===== src/rtl/wec_pkg.sv =====
// Purpose: Shared types and constants for the wake event controller
// Assumes: 20 MHz standby clock
// Notes: Power states, wake source layout, timing counts
package wec_pkg;
   // Clock period in ns
   localparam int CLK_PERIOD_NS = 50;
   // Short press limit (ms)
   localparam int PRESS_LIMIT_MS = 4000;
   // Short press limit in cycles; cycles per ms first so the product fits an int
   localparam int PRESS_LIMIT_CYC = PRESS_LIMIT_MS * (1000000 / CLK_PERIOD_NS);
   // Quiet time for USB/IR after AC return (ms)
   localparam int AC_QUIET_MS = 100;
   // Quiet time in cycles, least time rounded up
   localparam int AC_QUIET_CYC = (AC_QUIET_MS * 1000000 + CLK_PERIOD_NS - 1) / CLK_PERIOD_NS;
   // Width of the long counters
   localparam int CNT_W = 27;
   // Number of wake sources
   localparam int NSRC = 7;
   // Wake source bit positions
   localparam int SRC_PWRBTN = 0;
   localparam int SRC_RTC = 1;
   localparam int SRC_LAN = 2;
   localparam int SRC_USB = 3;
   localparam int SRC_PCIE = 4;
   localparam int SRC_CIR = 5;
   localparam int SRC_BT = 6;
   // Reset value of the latched wake cause
   localparam logic [NSRC-1:0] CAUSE_RST = 7'h00;

   // System power states
   typedef enum logic [2:0]
   {
      ST_G3 = 3'b000,
      ST_S0 = 3'b001,
      ST_S3 = 3'b011,
      ST_S4 = 3'b100,
      ST_S5 = 3'b101
   } wec_state_t;

   // LED drive
   typedef enum logic [1:0]
   {
      LED_OFF = 2'b00,
      LED_MAIN = 2'b01,
      LED_ALT = 2'b10
   } wec_led_t;

   // Firmware setup options
   typedef struct packed
   {
      logic last_state_on;   // Power state held before AC loss
      logic usb_s45_en;      // USB wake from S4/S5 allowed
      logic deep_sleep_en;   // Deep low-power standby
      logic cec_onboard_en;  // Onboard CEC path enabled
      logic led_dual;        // Dual-colour front indicator fitted
      logic [NSRC-1:0] wake_en; // Per-source wake enables
   } wec_cfg_t;

   // CEC commands toward the TV
   typedef struct packed
   {
      logic tv_on;      // One-cycle pulse: command TV on
      logic tv_standby; // One-cycle pulse: command TV standby
   } wec_cec_t;
endpackage


===== src/rtl/wec_top.sv =====
// Purpose: Platform wake and power-state controller on standby power
// Assumes: Wake pins are active-high levels from outside the clock domain
// Notes: Setup options arrive as plain levels from firmware storage
// Function
// - Restore prior on/off state after AC loss
// - Support S3 with main power removed
// - S3 indicator amber if dual, else off
// - Enabled wake returns system to working state
// - LAN wake frame request powers system up
// - USB activity wakes from S3, S4, S5
// - USB wake from S4/S5 needs enable option
// - PCIe wake line wakes from S3-S5
// - RTC alarm wakes system from S5
// - Infrared activity wakes from S3, S4, S5
// - Wireless link activity never wakes system
// - RTC/LAN/PCIe wake keeps display asleep from S3
// - USB/IR S4/S5 wake needs deep standby off
// - LAN S5 wake after G3 needs deep off
// - No USB/IR wake right after AC return
// - Only one CEC path active at once
// - External adaptor disables onboard CEC
// - Shutdown S0 to S5 sends TV standby
// - Sleep S0 to S3 sends TV standby
// - Power-on S5 to S0 commands TV on
// - Short switch press wakes to working state
`timescale 1ns/100ps
module wec_top
   import wec_pkg::*;
#(
   parameter int PRESS_LIMIT = PRESS_LIMIT_CYC,
   parameter int AC_QUIET = AC_QUIET_CYC
)
(
   input wire logic i_sys_clk,
   input wire logic i_resetn,
   input wire wec_cfg_t i_cfg,
   input wire logic [NSRC-1:0] i_wake_pin,
   input wire logic i_sleep_s3_req,
   input wire logic i_sleep_s4_req,
   input wire logic i_shutdown_req,
   input wire logic i_ext_cec_present,
   output wec_state_t o_state,
   output logic o_main_pwr_en,
   output logic o_ctx_keep,
   output wec_led_t o_led,
   output logic o_display_hold,
   output logic [NSRC-1:0] o_wake_cause,
   output logic o_cec_onboard_act,
   output logic o_cec_ext_act,
   output wec_cec_t o_cec_cmd
);
   // Synchronised wake pins
   logic [NSRC-1:0] pin_s;
   // Previous synchronised values for edge detection
   logic [NSRC-1:0] pin_prev_q;
   // Rising edges of the wake pins
   logic [NSRC-1:0] pin_rise;
   // Per-source wake qualification
   logic [NSRC-1:0] src_ok;
   // Qualified wake requests
   logic [NSRC-1:0] wake_hit;
   // Any qualified wake
   logic wake_any;
   // Power-state register
   wec_state_t state_q, state_d;
   // Press length counter
   logic [CNT_W-1:0] press_cnt_q;
   // Press ended while short
   logic press_short;
   // Quiet time after AC return
   logic [CNT_W-1:0] quiet_cnt_q;
   logic quiet_act;
   // Powered-on-since-reset flag (false means just out of G3)
   logic ac_seen_q;
   // Latched cause and display hold
   logic [NSRC-1:0] cause_q;
   logic disp_hold_q;
   // CEC pulses
   wec_cec_t cec_q;
   // Sleep-state decode
   logic in_s3, in_s45, sleeping;

   // Pin synchroniser
   wec_sync #(.W(NSRC)) u_sync
   (
      .i_sys_clk(i_sys_clk),
      .i_resetn(i_resetn),
      .i_async(i_wake_pin),
      .o_sync(pin_s)
   );

   // State decode
   assign in_s3 = (state_q == ST_S3);
   assign in_s45 = (state_q == ST_S4) || (state_q == ST_S5);
   assign sleeping = in_s3 || in_s45;
   assign quiet_act = (quiet_cnt_q != '0);
   assign pin_rise = pin_s & ~pin_prev_q;
   // Release of the switch before the long-press limit
   assign press_short = pin_prev_q[SRC_PWRBTN] && !pin_s[SRC_PWRBTN]
                        && (press_cnt_q < CNT_W'(PRESS_LIMIT));

   // Per-source qualification; sources use the rising edge, the switch its release
   assign src_ok[SRC_PWRBTN] = press_short;
   assign src_ok[SRC_RTC] = pin_rise[SRC_RTC] && sleeping;
   assign src_ok[SRC_LAN] = pin_rise[SRC_LAN] && sleeping
                            && !(in_s45 && i_cfg.deep_sleep_en && !ac_seen_q);
   assign src_ok[SRC_USB] = pin_rise[SRC_USB] && !quiet_act
                            && (in_s3 || (in_s45 && i_cfg.usb_s45_en
                                && !i_cfg.deep_sleep_en));
   assign src_ok[SRC_PCIE] = pin_rise[SRC_PCIE] && sleeping;
   assign src_ok[SRC_CIR] = pin_rise[SRC_CIR] && !quiet_act
                            && (in_s3 || (in_s45 && !i_cfg.deep_sleep_en));
   assign src_ok[SRC_BT] = 1'b0;
   // Enable gating common to every source
   assign wake_hit = src_ok & i_cfg.wake_en;
   assign wake_any = sleeping && (wake_hit != '0);

   // Next power state
   always_comb
   begin
      state_d = state_q;
      unique case (state_q)
         ST_G3:
         begin
            // Policy decides once the clock runs again
            state_d = i_cfg.last_state_on ? ST_S0 : ST_S5;
         end
         ST_S0:
         begin
            // Shutdown outranks sleep requests
            if (i_shutdown_req)
               state_d = ST_S5;
            else if (i_sleep_s4_req)
               state_d = ST_S4;
            else if (i_sleep_s3_req)
               state_d = ST_S3;
         end
         ST_S3, ST_S4, ST_S5:
         begin
            if (wake_any)
               state_d = ST_S0;
         end
         default:
         begin
            // Illegal code: fall back to soft off
            state_d = ST_S5;
         end
      endcase
   end

   // State and edge history
   always_ff @(posedge i_sys_clk)
   begin
      if (!i_resetn)
      begin
         state_q <= ST_G3;
         pin_prev_q <= '0;
      end
      else
      begin
         state_q <= state_d;
         pin_prev_q <= pin_s;
      end
   end

   // Switch press length, saturating so a long press never wraps
   always_ff @(posedge i_sys_clk)
   begin
      if (!i_resetn)
         press_cnt_q <= '0;
      else if (!pin_s[SRC_PWRBTN])
         press_cnt_q <= '0;
      else if (press_cnt_q != '1)
         press_cnt_q <= press_cnt_q + 1'b1;
   end

   // AC return quiet window; reset means power has just come back
   always_ff @(posedge i_sys_clk)
   begin
      if (!i_resetn)
      begin
         quiet_cnt_q <= '0;
         ac_seen_q <= 1'b0;
      end
      else if (state_q == ST_G3)
         quiet_cnt_q <= CNT_W'(AC_QUIET);
      else
      begin
         if (quiet_act)
            quiet_cnt_q <= quiet_cnt_q - 1'b1;
         // Any working period clears the after-G3 condition
         if (state_q == ST_S0)
            ac_seen_q <= 1'b1;
      end
   end

   // Wake cause kept until the next wake; display hold kept until next sleep entry
   always_ff @(posedge i_sys_clk)
   begin
      if (!i_resetn)
      begin
         cause_q <= CAUSE_RST;
         disp_hold_q <= 1'b0;
      end
      else if (wake_any)
      begin
         cause_q <= wake_hit;
         disp_hold_q <= in_s3 && (wake_hit[SRC_RTC] || wake_hit[SRC_LAN]
                        || wake_hit[SRC_PCIE]);
      end
      else if (state_q == ST_S0 && state_d != ST_S0)
         disp_hold_q <= 1'b0;
   end

   // CEC commands on transitions, onboard path only
   always_ff @(posedge i_sys_clk)
   begin
      if (!i_resetn)
         cec_q <= '0;
      else
      begin
         cec_q.tv_standby <= o_cec_onboard_act && state_q == ST_S0
                             && (state_d == ST_S5 || state_d == ST_S3);
         cec_q.tv_on <= o_cec_onboard_act && state_q == ST_S5
                        && state_d == ST_S0;
      end
   end

   // The adaptor wins when present; onboard needs its option too
   assign o_cec_onboard_act = i_cfg.cec_onboard_en && !i_ext_cec_present;
   assign o_cec_ext_act = i_ext_cec_present;

   // Outputs
   assign o_state = state_q;
   assign o_main_pwr_en = (state_q == ST_S0);
   assign o_ctx_keep = in_s3;
   assign o_led = (state_q == ST_S0) ? LED_MAIN
                  : (in_s3 && i_cfg.led_dual) ? LED_ALT : LED_OFF;
   assign o_display_hold = disp_hold_q;
   assign o_wake_cause = cause_q;
   assign o_cec_cmd = cec_q;

   // Wake from sleep reaches S0 the next cycle
   chk_wake_to_s0: assert property (@(posedge i_sys_clk) disable iff (!i_resetn)
      wake_any |=> state_q == ST_S0)
      else $error("wake did not reach working state");
   // Bluetooth line never causes a wake
   chk_bt_ignored: assert property (@(posedge i_sys_clk) disable iff (!i_resetn)
      sleeping && state_q == $past(state_q) && !wake_hit[SRC_PCIE] && !wake_hit[SRC_RTC]
      && !wake_hit[SRC_LAN] && !wake_hit[SRC_USB] && !wake_hit[SRC_CIR]
      && !wake_hit[SRC_PWRBTN] |=> state_q != ST_S0)
      else $error("wake without a qualified source");
   // USB in S4/S5 with deep standby cannot wake
   chk_usb_deep_gate: assert property (@(posedge i_sys_clk) disable iff (!i_resetn)
      in_s45 && i_cfg.deep_sleep_en |-> !wake_hit[SRC_USB] && !wake_hit[SRC_CIR])
      else $error("usb or ir wake with deep standby");
   // Quiet window blocks USB and IR
   chk_quiet_block: assert property (@(posedge i_sys_clk) disable iff (!i_resetn)
      quiet_act |-> !wake_hit[SRC_USB] && !wake_hit[SRC_CIR])
      else $error("usb or ir wake during quiet window");
   // Amber in S3 for dual indicator
   chk_s3_led: assert property (@(posedge i_sys_clk) disable iff (!i_resetn)
      in_s3 |-> o_led == (i_cfg.led_dual ? LED_ALT : LED_OFF))
      else $error("wrong indicator in suspend");
   // CEC paths exclusive
   chk_cec_excl: assert property (@(posedge i_sys_clk) disable iff (!i_resetn)
      !(o_cec_onboard_act && o_cec_ext_act))
      else $error("both cec paths active");
   // Standby pulse after S0 leaves to S3/S5
   chk_tv_standby: assert property (@(posedge i_sys_clk) disable iff (!i_resetn)
      state_q == ST_S0 ##1 (state_q == ST_S5 || state_q == ST_S3)
      |-> o_cec_cmd.tv_standby == o_cec_onboard_act)
      else $error("tv standby missing");
   // TV on after S5 to S0
   chk_tv_on: assert property (@(posedge i_sys_clk) disable iff (!i_resetn)
      state_q == ST_S5 ##1 state_q == ST_S0 |-> o_cec_cmd.tv_on == o_cec_onboard_act)
      else $error("tv on missing");
   // AC return follows the stored policy; an edge still in reset keeps G3
   chk_ac_policy: assert property (@(posedge i_sys_clk) disable iff (!i_resetn)
      i_resetn && state_q == ST_G3 |=> state_q == (i_cfg.last_state_on ? ST_S0 : ST_S5))
      else $error("ac return policy not applied");
   // Cause latched on wake
   chk_cause_latch: assert property (@(posedge i_sys_clk) disable iff (!i_resetn)
      wake_any |=> o_wake_cause == $past(wake_hit))
      else $error("wake cause not latched");

   // Power and display checks
   // Suspend keeps context with main power off
   chk_s3_power_off: assert property (@(posedge i_sys_clk) disable iff (!i_resetn)
      in_s3 |-> !o_main_pwr_en && o_ctx_keep)
      else $error("main power on in suspend");
   // No display hold after a wake from S4 or S5
   chk_hold_from_s45: assert property (@(posedge i_sys_clk) disable iff (!i_resetn)
      wake_any && !in_s3 |=> !o_display_hold)
      else $error("display held after deep wake");
   // Timer, network and card wake from S3 keep the display asleep
   chk_hold_from_s3: assert property (@(posedge i_sys_clk) disable iff (!i_resetn)
      wake_any && in_s3 && (wake_hit[SRC_RTC] || wake_hit[SRC_LAN] || wake_hit[SRC_PCIE])
      |=> o_display_hold)
      else $error("display not held after suspend wake");

   // Source gating checks
   // USB wake from S4/S5 needs its option
   chk_usb_s45_gate: assert property (@(posedge i_sys_clk) disable iff (!i_resetn)
      in_s45 && !i_cfg.usb_s45_en |-> !wake_hit[SRC_USB])
      else $error("usb wake from deep sleep without option");
   // Network wake before any working period needs deep standby off
   chk_lan_after_g3: assert property (@(posedge i_sys_clk) disable iff (!i_resetn)
      in_s45 && i_cfg.deep_sleep_en && !ac_seen_q |-> !wake_hit[SRC_LAN])
      else $error("network wake after power loss with deep standby");
   // Quiet window opens on the edge that leaves G3
   chk_quiet_start: assert property (@(posedge i_sys_clk) disable iff (!i_resetn)
      i_resetn && state_q == ST_G3 |=> quiet_act)
      else $error("quiet window not opened after power return");
   // A long press never counts as a wake
   chk_long_press: assert property (@(posedge i_sys_clk) disable iff (!i_resetn)
      pin_prev_q[SRC_PWRBTN] && !pin_s[SRC_PWRBTN] && press_cnt_q >= CNT_W'(PRESS_LIMIT)
      |-> !wake_hit[SRC_PWRBTN])
      else $error("long press taken as wake");

   // Wake path checks
   // Network wake frame powers up from suspend
   chk_lan_wake: assert property (@(posedge i_sys_clk) disable iff (!i_resetn)
      in_s3 && pin_rise[SRC_LAN] && i_cfg.wake_en[SRC_LAN] |=> state_q == ST_S0)
      else $error("network wake ignored");
   // Card wake line wakes from any sleep state
   chk_pcie_wake: assert property (@(posedge i_sys_clk) disable iff (!i_resetn)
      sleeping && pin_rise[SRC_PCIE] && i_cfg.wake_en[SRC_PCIE] |=> state_q == ST_S0)
      else $error("card wake ignored");
   // Timer alarm wakes from soft off
   chk_rtc_wake: assert property (@(posedge i_sys_clk) disable iff (!i_resetn)
      state_q == ST_S5 && pin_rise[SRC_RTC] && i_cfg.wake_en[SRC_RTC] |=> state_q == ST_S0)
      else $error("timer wake ignored");
   // USB activity wakes from suspend outside the quiet window
   chk_usb_s3_wake: assert property (@(posedge i_sys_clk) disable iff (!i_resetn)
      in_s3 && !quiet_act && pin_rise[SRC_USB] && i_cfg.wake_en[SRC_USB] |=> state_q == ST_S0)
      else $error("usb wake ignored");
   // Infrared wakes from S3, and from S4/S5 with deep standby off
   chk_cir_wake: assert property (@(posedge i_sys_clk) disable iff (!i_resetn)
      (in_s3 || (in_s45 && !i_cfg.deep_sleep_en)) && !quiet_act && pin_rise[SRC_CIR]
      && i_cfg.wake_en[SRC_CIR] |=> state_q == ST_S0)
      else $error("infrared wake ignored");
   // Short press wakes from any sleep state
   chk_short_press: assert property (@(posedge i_sys_clk) disable iff (!i_resetn)
      sleeping && press_short && i_cfg.wake_en[SRC_PWRBTN] |=> state_q == ST_S0)
      else $error("short press did not wake");

   // CEC command checks
   // No TV command leaves while the onboard path is off
   chk_cmd_onboard: assert property (@(posedge i_sys_clk) disable iff (!i_resetn)
      !o_cec_onboard_act |=> o_cec_cmd == '0)
      else $error("tv command with onboard path off");
endmodule


===== src/rtl/wec_sync.sv =====
// Purpose: Two-stage synchroniser for a vector of pin levels
// Assumes: Inputs asynchronous to i_sys_clk
// Notes: First stage feeds only the second stage
`timescale 1ns/100ps
module wec_sync
   import wec_pkg::*;
#(
   parameter int W = NSRC
)
(
   input wire logic i_sys_clk,
   input wire logic i_resetn,
   input wire logic [W-1:0] i_async,
   output logic [W-1:0] o_sync
);
   // Metastability catcher, read only by the second stage
   logic [W-1:0] meta_q;
   // Stable sampled value
   logic [W-1:0] sync_q;

   // One flop pair per bit
   always_ff @(posedge i_sys_clk)
   begin
      if (!i_resetn)
      begin
         meta_q <= '0;
         sync_q <= '0;
      end
      else
      begin
         meta_q <= i_async;
         sync_q <= meta_q;
      end
   end

   assign o_sync = sync_q;
endmodule


===== config.mk =====
export PLATFORM = sky130hd
export DESIGN_NAME = wec_top
export DESIGN_NICKNAME = d
export VERILOG_FILES = /design/src/rtl/wec_pkg.sv /design/src/rtl/wec_top.sv /design/src/rtl/wec_sync.sv
export SDC_FILE = /design/constraint.sdc
export NUM_CORES = 1
export LEC_CHECK = 0
export BUFFER_PORTS_ARGS = -buffer_cell sky130_fd_sc_hd__clkbuf_2
export CAP_MARGIN = 10
export CORE_ASPECT_RATIO = 0.75
export CORE_MARGIN = 4
export CORE_UTILIZATION = 30
export CTS_CLUSTER_SIZE = 40
export DETAILED_ROUTE_END_ITERATION = 7
export PLACE_DENSITY_LB_ADDON = 0.3
export REMOVE_ABC_BUFFERS = 1
export SYNTH_ARGS = -nofsm -noshare
export SYNTH_HDL_FRONTEND = slang
export SYNTH_SLANG_ARGS = --single-unit
export TNS_END_PERCENT = 100

===== constraint.sdc =====
create_clock -name i_sys_clk -period 2.3 [get_ports i_sys_clk]
set_input_delay 0.115 -clock i_sys_clk [delete_from_list [all_inputs] [get_ports i_sys_clk]]
set_output_delay 0.115 -clock i_sys_clk [all_outputs]
set_load 0.05 [all_outputs]

## Word-level counts from Yosys, hierarchy flattened

Cells that the tools add are included.

| operators by class | value |
|---|---|
| add/subtract/negate cells | 2 |
| magnitude comparators | 1 |
| equal/unequal tests | 9 |
| muxes and demuxes | 12 |
| bitwise gates (word level) | 5 |
| reductions and logical operators | 46 |

Operators by type and width:

| operator | number |
|---|---|
| $mux 21 | 2 |
| $add 27x1->27 const B | 1 |
| $lt 27x27->1 const B | 1 |
| $ne 27x27->1 const B | 1 |
| $reduce_bool 27->1 | 1 |
| $sub 27x1->27 const B | 1 |
| $logic_and 1x1->1 | 24 |
| $mux 3 | 5 |
| $eq 3x3->1 const B | 3 |
| $pmux 3 s3 | 1 |
| $and 6x7->7 | 1 |
| $logic_or 1x1->1 | 7 |
| $reduce_bool 7->1 | 1 |
| $and 6x6->6 | 1 |
| $eq 3x1->1 const B | 2 |
| $eq 3x2->1 const B | 2 |
| $logic_not 1->1 | 6 |
| $not 6->6 | 1 |
| $mux 2 | 2 |
| $reduce_and 2->1 | 2 |
| $reduce_bool 2->1 | 2 |
| $logic_not 3->1 | 1 |
| $ne 3x1->1 const B | 1 |
| $reduce_or 3->1 | 1 |
| 3 further kinds | 5 |

| storage, ports and cells | value |
|---|---|
| flip-flop bits (word level) | 86 |
| bits of input ports | 25 |
| output and inout bits | 19 |
| logic and storage cells | 87 |

## Logic depth before layout (Yosys ltp)

Gate-level depths: netlist of the first run.

| logic depth | value |
|---|---|
| word-level depth | 15 |
| depth in mapped cells | 8 |
| depth with buffers taken out | 7 |

## By module

A second synthesis of the first run with hierarchy kept.

| second synthesis, totals | value |
|---|---|
| cells, all modules | 450 |
| area total of the unflattened synthesis | 4056.4 sq um |

By module, submodules not included:

| module | instances | cells an instance | area an instance (sq um) | seq. area each (sq um) |
|---|---|---|---|---|
| wec_top | 1 | 421 | 3664.8 | 1461.4 |
| wec_sync | 1 | 29 | 391.6 | 280.3 |

## Least setup slack after synthesis of the first run

OpenSTA, ideal clock, no wires.

| path | value |
|---|---|
| path type | register to register |
| from | register state_q[0], in the netlist o_state[0] |
| to | register disp_hold_q, in the netlist o_display_hold |
| library setup time | 130 ps |
| arrival | 2540 ps |
| required time | 2170 ps |
| path slack | -370 ps |
| cell stages (with the launch flop) | 6 |
| buffers on the path | 0 |
| period minus slack after synthesis | 2670 ps |
| path through | dfxtp_1 > inv_1 > nor3_1 > o31ai_1 > nand3_1 > o22ai_1 |

| on the way | value |
|---|---|
| elaborated cells on any way between the ends | 37 |
| those cells by class | eq/ne (5); mux (6); bitwise (1); reduce/logical (25) |

RTL lines:

| element | RTL line | text |
|---|---|---|
| start: declaration | wec_top.sv:65 | `wec_state_t state_q, state_d;` |
| start signal: assignment | wec_top.sv:161 | `state_q <= state_d;` |
| $eq 3x1->1 * | -- |  |
| net o_main_pwr_en | wec_top.sv:43 | `output logic o_main_pwr_en,` |
| $pmux 3 s3 | wec_top.sv:122 | `unique case (state_q)` |
| $ne 3x1->1 | wec_top.sv:211 | `else if (state_q == ST_S0 && state_d != ST_S0)` |
| $logic_and 1x1->1 * | wec_top.sv:211 |  |
| $reduce_bool 2->1 (no source line) * | -- |  |
| end signal: assignment | wec_top.sv:208 | `disp_hold_q <= in_s3 && (wake_hit[SRC_RTC] \|\| wake_hit[SRC_LAN]` |
| end: declaration | wec_top.sv:77 | `logic disp_hold_q;` |

Mark *: on every way through the listed nets, which the timed path passes. The rest lies on a longest branch.
A chain may end at the register's enable or synchronous reset.

## Worst setup path after layout of the first run

| path | value |
|---|---|
| from | register quiet_cnt_q[10] |
| to | register quiet_cnt_q[26] |

| on the way | value |
|---|---|
| word-level cells in the longest chain between the ends | 1 |
| elaborated cells on any way between the ends | 2 |
| those cells by class | add/sub (1); reduce/logical (1) |

RTL lines:

| element | RTL line | text |
|---|---|---|
| start: declaration | wec_top.sv:71 | `logic [CNT_W-1:0] quiet_cnt_q;` |
| start signal: assignment | wec_top.sv:186 | `quiet_cnt_q <= CNT_W'(AC_QUIET);` |
| start signal: assignment | wec_top.sv:190 | `quiet_cnt_q <= quiet_cnt_q - 1'b1;` |
| $sub 27x1->27 / $reduce_bool 27->1 (equally long branches) | wec_top.sv:190, wec_top.sv:96 |  |

Several ways; a longest one is shown, not always the timed one.

==> results of run 1 <==
[worst max-delay path, stage by stage (launching register included)]
cell and delay [ps]:
dfxtp_1 310, or4_4 550, or4_4 580, buf_4 190
nor4_4 270, mux2i_1 230, nor2_1 60
[power by group through the flow]
stage | clock network, mW | registers, mW | logic [mW]
after floorplan | 0 | 1.79 | 1.02
after global placement | 0 | 1.76 | 1.68
after detailed placement | 0 | 1.77 | 1.70
after CTS | 1.55 | 1.74 | 1.76
after global routing | 1.60 | 1.77 | 2.10
final | 1.51 | 1.74 | 1.93
[synth_stat cells (3+ instances only)]
| cell type | n | area (um2) |
|---|---|---|
| o32ai_1 | 3 | 26.3 |
| nand3b_1 | 3 | 22.5 |
| a31oi_1 | 4 | 25.0 |
| a21oi_1 | 27 | 135 |
| nand4_1 | 8 | 50.1 |
| ha_1 | 3 | 37.5 |
| buf_4 | 3 | 22.5 |
| and3b_1 | 4 | 35.0 |
| mux2i_1 | 6 | 60.1 |
| nor2_1 | 32 | 120 |
| o211ai_1 | 8 | 60.1 |
| xnor2_1 | 10 | 87.6 |
| o21a_1 | 3 | 22.5 |
| o41ai_1 | 4 | 35.0 |
| o21ai_0 | 10 | 50.1 |
| or4_1 | 19 | 143 |
| o21ai_1 | 6 | 30.0 |
| and3_1 | 5 | 31.3 |
| nand3_1 | 23 | 115 |
| nand2_1 | 42 | 158 |
| nor3_1 | 9 | 45.0 |
| buf_6 | 3 | 33.8 |
| dfxtp_1 | 85 | 1700 |
| or3_1 | 12 | 75.1 |
| a211oi_1 | 7 | 52.6 |
| and2_1 | 19 | 119 |
| xor2_1 | 5 | 43.8 |
| o31a_1 | 4 | 35.0 |
| clkbuf_1 | 16 | 60.1 |
| inv_1 | 14 | 52.6 |
| o22ai_1 | 3 | 18.8 |
| nor4_1 | 11 | 68.8 |
| o31ai_1 | 12 | 90.1 |
[kinds of logic (layout without fill, tap and decap cells)]
| group | count (synthesis) | after routing | synth area share, % |
|---|---|---|---|
| muxes | 7 | 7 | 1.78 |
| adders and majority gates | 3 | 3 | 0.934 |
| other | 1 | 1 | 0.0933 |
| xor gates and xnor gates | 15 | 15 | 3.27 |
| DFF | 85 | 85 | 42.4 |
| AOI/OAI and AO/OA | 104 | 104 | 17.5 |
| buffers and inverters | 38 | 117 | 4.45 |
| and+or+nand+nor | 205 | 205 | 29.6 |
[per-layer routing]
metal | vias up | global-route usage [%] | part of all wire, %
li1 | 1846 | - | -
met1 | 1671 | 18.4 | 50
met2 | 80 | 20.8 | 43
met3 | 9 | 5.17 | 5.4
met4 | 0 | 3.08 | 1.3
met5 | - | 0 | 0
[sequential cells by signal (all words and copies together), names as in the netlist]
signal / count
u_sync.meta_q: 6
o_state: 3
press_cnt_q: 27
quiet_cnt_q: 27
u_sync.o_sync: 6
pin_prev_q: 6
o_wake_cause: 6
o_cec_cmd: 2
o_display_hold: 1
ac_seen_q: 1
[layout make-up]
cell class	instances	area share (%)
Timing Repair Buffer	88	11.6
Multi-Input combinational cell	335	43.4
Clock inverter	4	1.09
Clock buffer	11	5.00
Inverter	14	1.04
Sequential cell	85	33.7
Tap cell	171	4.23
[stage by stage]
stage | setup TNS (ps) | area [um2] | setup slack [ps]
final | 0 | 5060 | 4.59
after global routing | -432 | 5060 | -74.3
after floorplan | -8240 | 3890 | -1380
after CTS | 0 | 4980 | 7.83
after global placement | -6.43 | 4590 | -6.43
after detailed placement | -125 | 4590 | -35.6
[path summary, 6_finish.rpt]
kind | startpoint | endpoint
hold reg to reg | u_sync.meta_q[4] | u_sync.o_sync[4]
setup reg to reg | quiet_cnt_q[10] | quiet_cnt_q[26]
setup / recovery | quiet_cnt_q[10] | quiet_cnt_q[26]
hold / removal | i_sleep_s3_req | o_state[1]
[cell usage in the layout (no fill, tap or decap), types with 4 or more instances in the layout]
master          n
xor2_1          5
o211ai_1        8
clkbuf_2       40
a21oi_1        27
nand2_1        41
nand4_1         8
mux2i_1         6
buf_4          39
or4_1          17
nor4_1         10
a211oi_1        7
nor2_1         32
inv_1          14
and3b_1         4
nand3_1        22
dlygate4sd3_1   6
dfxtp_1        84
o21ai_1         6
or4_4           4
or3_1          12
and2_1         19
xnor2_1        10
o31ai_1        12
nor3_1          8
clkbuf_16       9
o21ai_0        10
a31oi_1         4
o31a_1          4
and3_1          5
o41ai_1         4
[what timing repair did]
action,in CTS,in global routing
setup endpoints to repair,6,19
buffers inserted,1,3
endpoints found under the hold margin,6,0
pin swaps,3,7
hold buffers,6,0
resized for setup,2,12
==> results.json, run 1 <==
{
  "cts_tree": "done",
  "clockBufferDepth": 2,
  "clock_latency_ps": 350,
  "drive_gt1_share_pct": 22.3,
  "slew_headroom_pct": 53.4,
  "antenna_cells": 0,
  "seqPwrFrac_pct": 33.6,
  "fin_crit_ps": 2300,
  "clockPowerShare_pct": 29.2,
  "root_buffer": "clkbuf_16",
  "required_ps": 2530,
  "rsz0062_at_grt": "yes",
  "p_sw_share_pct": 34.4,
  "drtPass1Iterations": 4,
  "antenna_found_initial": 0,
  "avgSynthCellArea_um2": 8.77,
  "cts_max_level": 3,
  "synth_seq_cells": 85,
  "peakVddDrop_mv": 0.458,
  "final_antenna_net_count": 0,
  "grt_max_degree": 22,
  "max_freq_mhz": 436,
  "period_share_pct": 99.8,
  "critPathArrivalTime_ps": 2530,
  "drv_slew": 0,
  "yosysSeqAreaShare_pct": 42.4,
  "yosysWarnings": 0,
  "fin_cells": 708,
  "end_kind": "flop",
  "hold_depth": 3,
  "async_flop_share_pct": 0,
  "hpwl_um": 7180,
  "ios": 44,
  "comb_power_share_pct": 37.2,
  "drt-total-wl_um": 9850,
  "ff2ff_setup_slack_ps": 5,
  "power_mw": 5.19,
  "synthFlopType": "dfxtp_1",
  "routed-via-count": 3606,
  "fin_util_pct": 38.7,
  "min_path_type": "in -> reg",
  "cts_buffers": 9,
  "yosysUniqueCellTypes": 59,
  "core-area_um2": 13100,
  "holdWs_ps": 91.2,
  "rr_worst_depth": 6,
  "die_area_um2": 15300,
  "status": "finished, final reports clean",
  "p_sw_mw": 1.79,
  "p_leak_nw": 1.90,
  "syn_area_um2": 4020,
  "intPower_mw": 3.40,
  "multiInputGateArea_um2": 2190,
  "start_kind": "flop",
  "fin_skew_ps": 8.04,
  "tightest_slew_ps": 694,
  "grt_overflow": 0,
  "port-buffer-count": 40,
  "hold_viol": 0,
  "seq_area_um2": 1700,
  "drt_iter0_drc": 207,
  "finalNetCount": 561,
  "die_w_um": 142,
  "syn_inst": 458,
  "fillers": 1324,
  "cts.clk_slew.worst_paths_ps": 60,
  "cts.sinks": 85,
  "vias_per_cell": 5.09,
  "grt_pass1_wl_um": 17000,
  "synth-edff-count": 0,
  "area_delta_synth_final_pct": 25.9,
  "dieHeight_um": 108,
  "track_usage_pct": 13.6,
  "powerDensity_nw_per_um2": 1030,
  "start_util_pct": 30.8,
  "cap_violations": 0,
  "rows": 36,
  "drc_errors": 0,
  "gp_routability_congestion": 0.827,
  "path_class": "reg -> reg",
  "dpl.cell_count": 683,
  "wl_per_cell_um": 13.9,
  "setup_viol": 0,
  "worst-path-max-fanout": 5,
  "grt_pass1_vias": 3515
}
Power figures use the tool's default switching activity.
==> run 2, diff against run 1 <==
--- a/config.mk
+++ b/config.mk
@@ -5,6 +5,7 @@
 export SDC_FILE = /design/constraint.sdc
 export NUM_CORES = 1
 export LEC_CHECK = 0
+export ABC_AREA = 1
 export BUFFER_PORTS_ARGS = -buffer_cell sky130_fd_sc_hd__clkbuf_2
 export CAP_MARGIN = 10
 export CORE_ASPECT_RATIO = 0.75
@@ -12,7 +13,6 @@
 export CORE_UTILIZATION = 30
 export CTS_CLUSTER_SIZE = 40
 export DETAILED_ROUTE_END_ITERATION = 7
-export PLACE_DENSITY_LB_ADDON = 0.3
 export REMOVE_ABC_BUFFERS = 1
 export SYNTH_ARGS = -nofsm -noshare
 export SYNTH_HDL_FRONTEND = slang
==> constraint.sdc (replaced) <==
create_clock -name i_sys_clk -period 2.6 [get_ports i_sys_clk]
set_input_delay 0.13 -clock i_sys_clk [delete_from_list [all_inputs] [get_ports i_sys_clk]]
set_output_delay 0.13 -clock i_sys_clk [all_outputs]
set_load 0.05 [all_outputs]
==> run 2 against run 1 <==
Compared with the run above:
- sequential power down 14%
- via count grew 3.5%
- clock power shrank 20%
- final area shrank 1.3%
==> results.json, run 2 <==
{
  "final_antenna_net_count": 0,
  "async_flop_share_pct": 0,
  "tightest_slew_ps": 510,
  "antenna_found_initial": 0,
  "dieHeight_um": 111,
  "antenna_cells": 0,
  "grt_max_degree": 17,
  "status": "finished, final reports clean",
  "fin_crit_ps": 2070,
  "rsz0062_at_grt": "no",
  "ios": 44,
  "path_class": "reg -> reg",
  "yosysMostFrequentCell": "inv_1",
  "synth-edff-count": 0,
  "core-area_um2": 13800,
  "max_freq_mhz": 482,
  "cts_buffers": 9,
  "track_usage_pct": 13.1,
  "drc_errors": 0,
  "min_path_type": "in -> reg",
  "ctsHoldBuffers": 6,
  "layout_common_cells": "inv_1 (92), dfxtp_1 (85), nand2_1 (80)",
  "dp_slack_ps": 548,
  "yosysWarnings": 0,
  "rows": 37,
  "synthTopCellsByArea": "dfxtp_1 (40%), inv_1 (8.1%), nand2_1 (7.1%), nor2_1 (6.8%), a21oi_1 (4.4%)",
  "hold_viol": 0,
  "drive_gt1_share_pct": 18.4,
  "powerDensity_nw_per_um2": 722,
  "final_common_cell": "inv_1",
  "final_area_um2": 4990,
  "grt_pass1_wl_um": 16900,
  "fillers": 1477,
  "root_buffer": "clkbuf_16",
  "port-buffer-count": 40,
  "finalNetCount": 663,
  "syn_area_um2": 4250,
  "p_sw_share_pct": 34.2,
  "die_w_um": 145,
  "synthFlopType": "dfxtp_1",
  "slew_headroom_pct": 65.7,
  "hpwl_um": 7860,
  "start_util_pct": 30.8,
  "drv_slew": 0,
  "vias_per_cell": 4.58,
  "end_kind": "flop",
  "intPower_mw": 2.37,
  "period_share_pct": 79.7,
  "grt_overflow": 0,
  "post_cts_resized": 0,
  "area_delta_synth_final_pct": 17.5,
  "die_area_um2": 16200,
  "path_cells": "ha_1 -> nand2_1 -> inv_1 -> nand3_2 -> inv_2 -> nand2_2 -> nor2_2 -> nand2_2 -> nor3_4 -> inv_2 -> nand2_1 -> a21oi_1",
  "cts_max_level": 3,
  "crit_path_top_delay_cell": "nor3_4",
  "required_ps": 2840,
  "cap_violations": 0,
  "cp_num_buf_inv": 3,
  "seqPwrFrac_pct": 41.4,
  "cts_tree": "done",
  "fin_skew_ps": 11.4,
  "p_leak_nw": 2.29,
  "clock_latency_ps": 350,
  "avgSynthCellArea_um2": 7.29,
  "synth_top_area_share_pct": 40.0,
  "yosysSeqAreaShare_pct": 40.0,
  "cts.sinks": 85,
  "grt_pass1_vias": 3332,
  "post_dp_cell_area_um2": 4650,
  "syn_inst": 583,
  "synth_seq_cells": 85,
  "reg_top3": "press_cnt_q (27), quiet_cnt_q (27)",
  "setup_viol": 0,
  "drt_iter0_drc": 222,
  "fin_ws_ps": 527,
  "cts.clk_slew.worst_paths_ps": 60,
  "drtPass1Iterations": 5,
  "yosys.area.top_type": "dfxtp_1",
  "comb_power_share_pct": 25.0,
  "power_mw": 3.60,
  "yosysUniqueCellTypes": 42,
  "clockPowerShare_pct": 33.6,
  "wl_per_cell_um": 12.5,
  "clockBufferDepth": 2,
  "worst-path-max-fanout": 10,
  "p_sw_mw": 1.23,
  "start_kind": "flop",
  "routed-via-count": 3731,
  "cts_setup_buffers": 0,
  "drt-total-wl_um": 10200,
  "gp_routability_congestion": 0.828,
  "cpLargestDelayFamily": "simple AND/OR/NAND/NOR gates",
  "ys_top_cells_by_count": "inv_1 (92), dfxtp_1 (85), nand2_1 (80), nor2_1 (77), a21oi_1 (37)",
  "peakVddDrop_mv": 0.328,
  "cp_slowest_stage_delay_ps": 400,
  "critPathArrivalTime_ps": 2310
}
==> run 2: changes by cell type after synthesis, moves of 10 or more <==
cell      before  now
nand2_2        0   15
clkbuf_1      16    3
nand2_1       42   80
o31ai_1       12    0
o21ai_0       10   32
and2_1        19    0
a21oi_1       27   37
or3_1         12    1
inv_1         14   92
or4_1         19    0
nor2_1        32   77
==> run 2: cell families after synthesis <==
group	Yosys count	synth area share (%)
and+or+nand+nor	283	34.8
buffers and inverters	111	10.1
DFF	85	40.0
AOI/OAI and AO/OA	81	10.2
xor gates and xnor gates	19	3.92
adders and majority gates	3	0.883
other	1	0.0882
==> run 2: final cells by class <==
cell class                      instances  area [um2]  area share, %
Multi-Input combinational cell        387        2120           42.5
Sequential cell                        85        1700           34.1
Inverter                              102         383           7.67
Timing Repair Buffer                   50         290           5.81
Clock buffer                           11         243           4.86
Tap cell                              175         219           4.39
Clock inverter                          5        36.3          0.727
==> run 2: metrics by stage <==
step / setup TNS (ps) / std cells / util [%] / hold WS, ps
floorplan: -1710 / 574 / - / 223
global placement: 0 / 793 / 33.7 / 311
detailed placement: 0 / 793 / 33.7 / 321
CTS: 0 / 815 / 36.2 / 63.9
global route: 0 / 815 / 36.2 / 82.0
finish: 0 / 815 / 36.2 / 81.1
==> run 2: power groups by stage <==
stage          clock, mW  combinational (mW)  sequential, mW
2_1_floorplan          0               0.664            1.52
3_3_place_gp           0               0.877            1.52
3_5_place_dp           0               0.883            1.52
4_1_cts             1.25               0.897            1.49
5_1_grt             1.31                1.02            1.50
6_report            1.21               0.900            1.49
==> run 2: worst min-delay path, cell delays in order <==
cell      delay [ps]
clkbuf_2          90
nand3b_1          90
a211oi_1          70
==> run 2: path summary, 6_finish.rpt <==
kind              depth (start not counted)          endpoint  slack (ps)        startpoint
hold / removal                            3   o_wake_cause[1]          80          i_cfg[1]
hold reg to reg                           2  u_sync.o_sync[1]         410  u_sync.meta_q[1]
setup reg to reg                         12    press_cnt_q[1]         530    press_cnt_q[0]
setup / recovery                         12    press_cnt_q[1]         530    press_cnt_q[0]
==> run 2: metal layers <==
| metal | share of wire, % | wire length (um) | track usage, % |
|---|---|---|---|
| met1 | 56 | 5680 | 19.7 |
| met2 | 36 | 3720 | 16.7 |
| met3 | 6.5 | 660 | 5.07 |
| met4 | 1.4 | 148 | 3.98 |
| met5 | 0 | 0 | 0 |
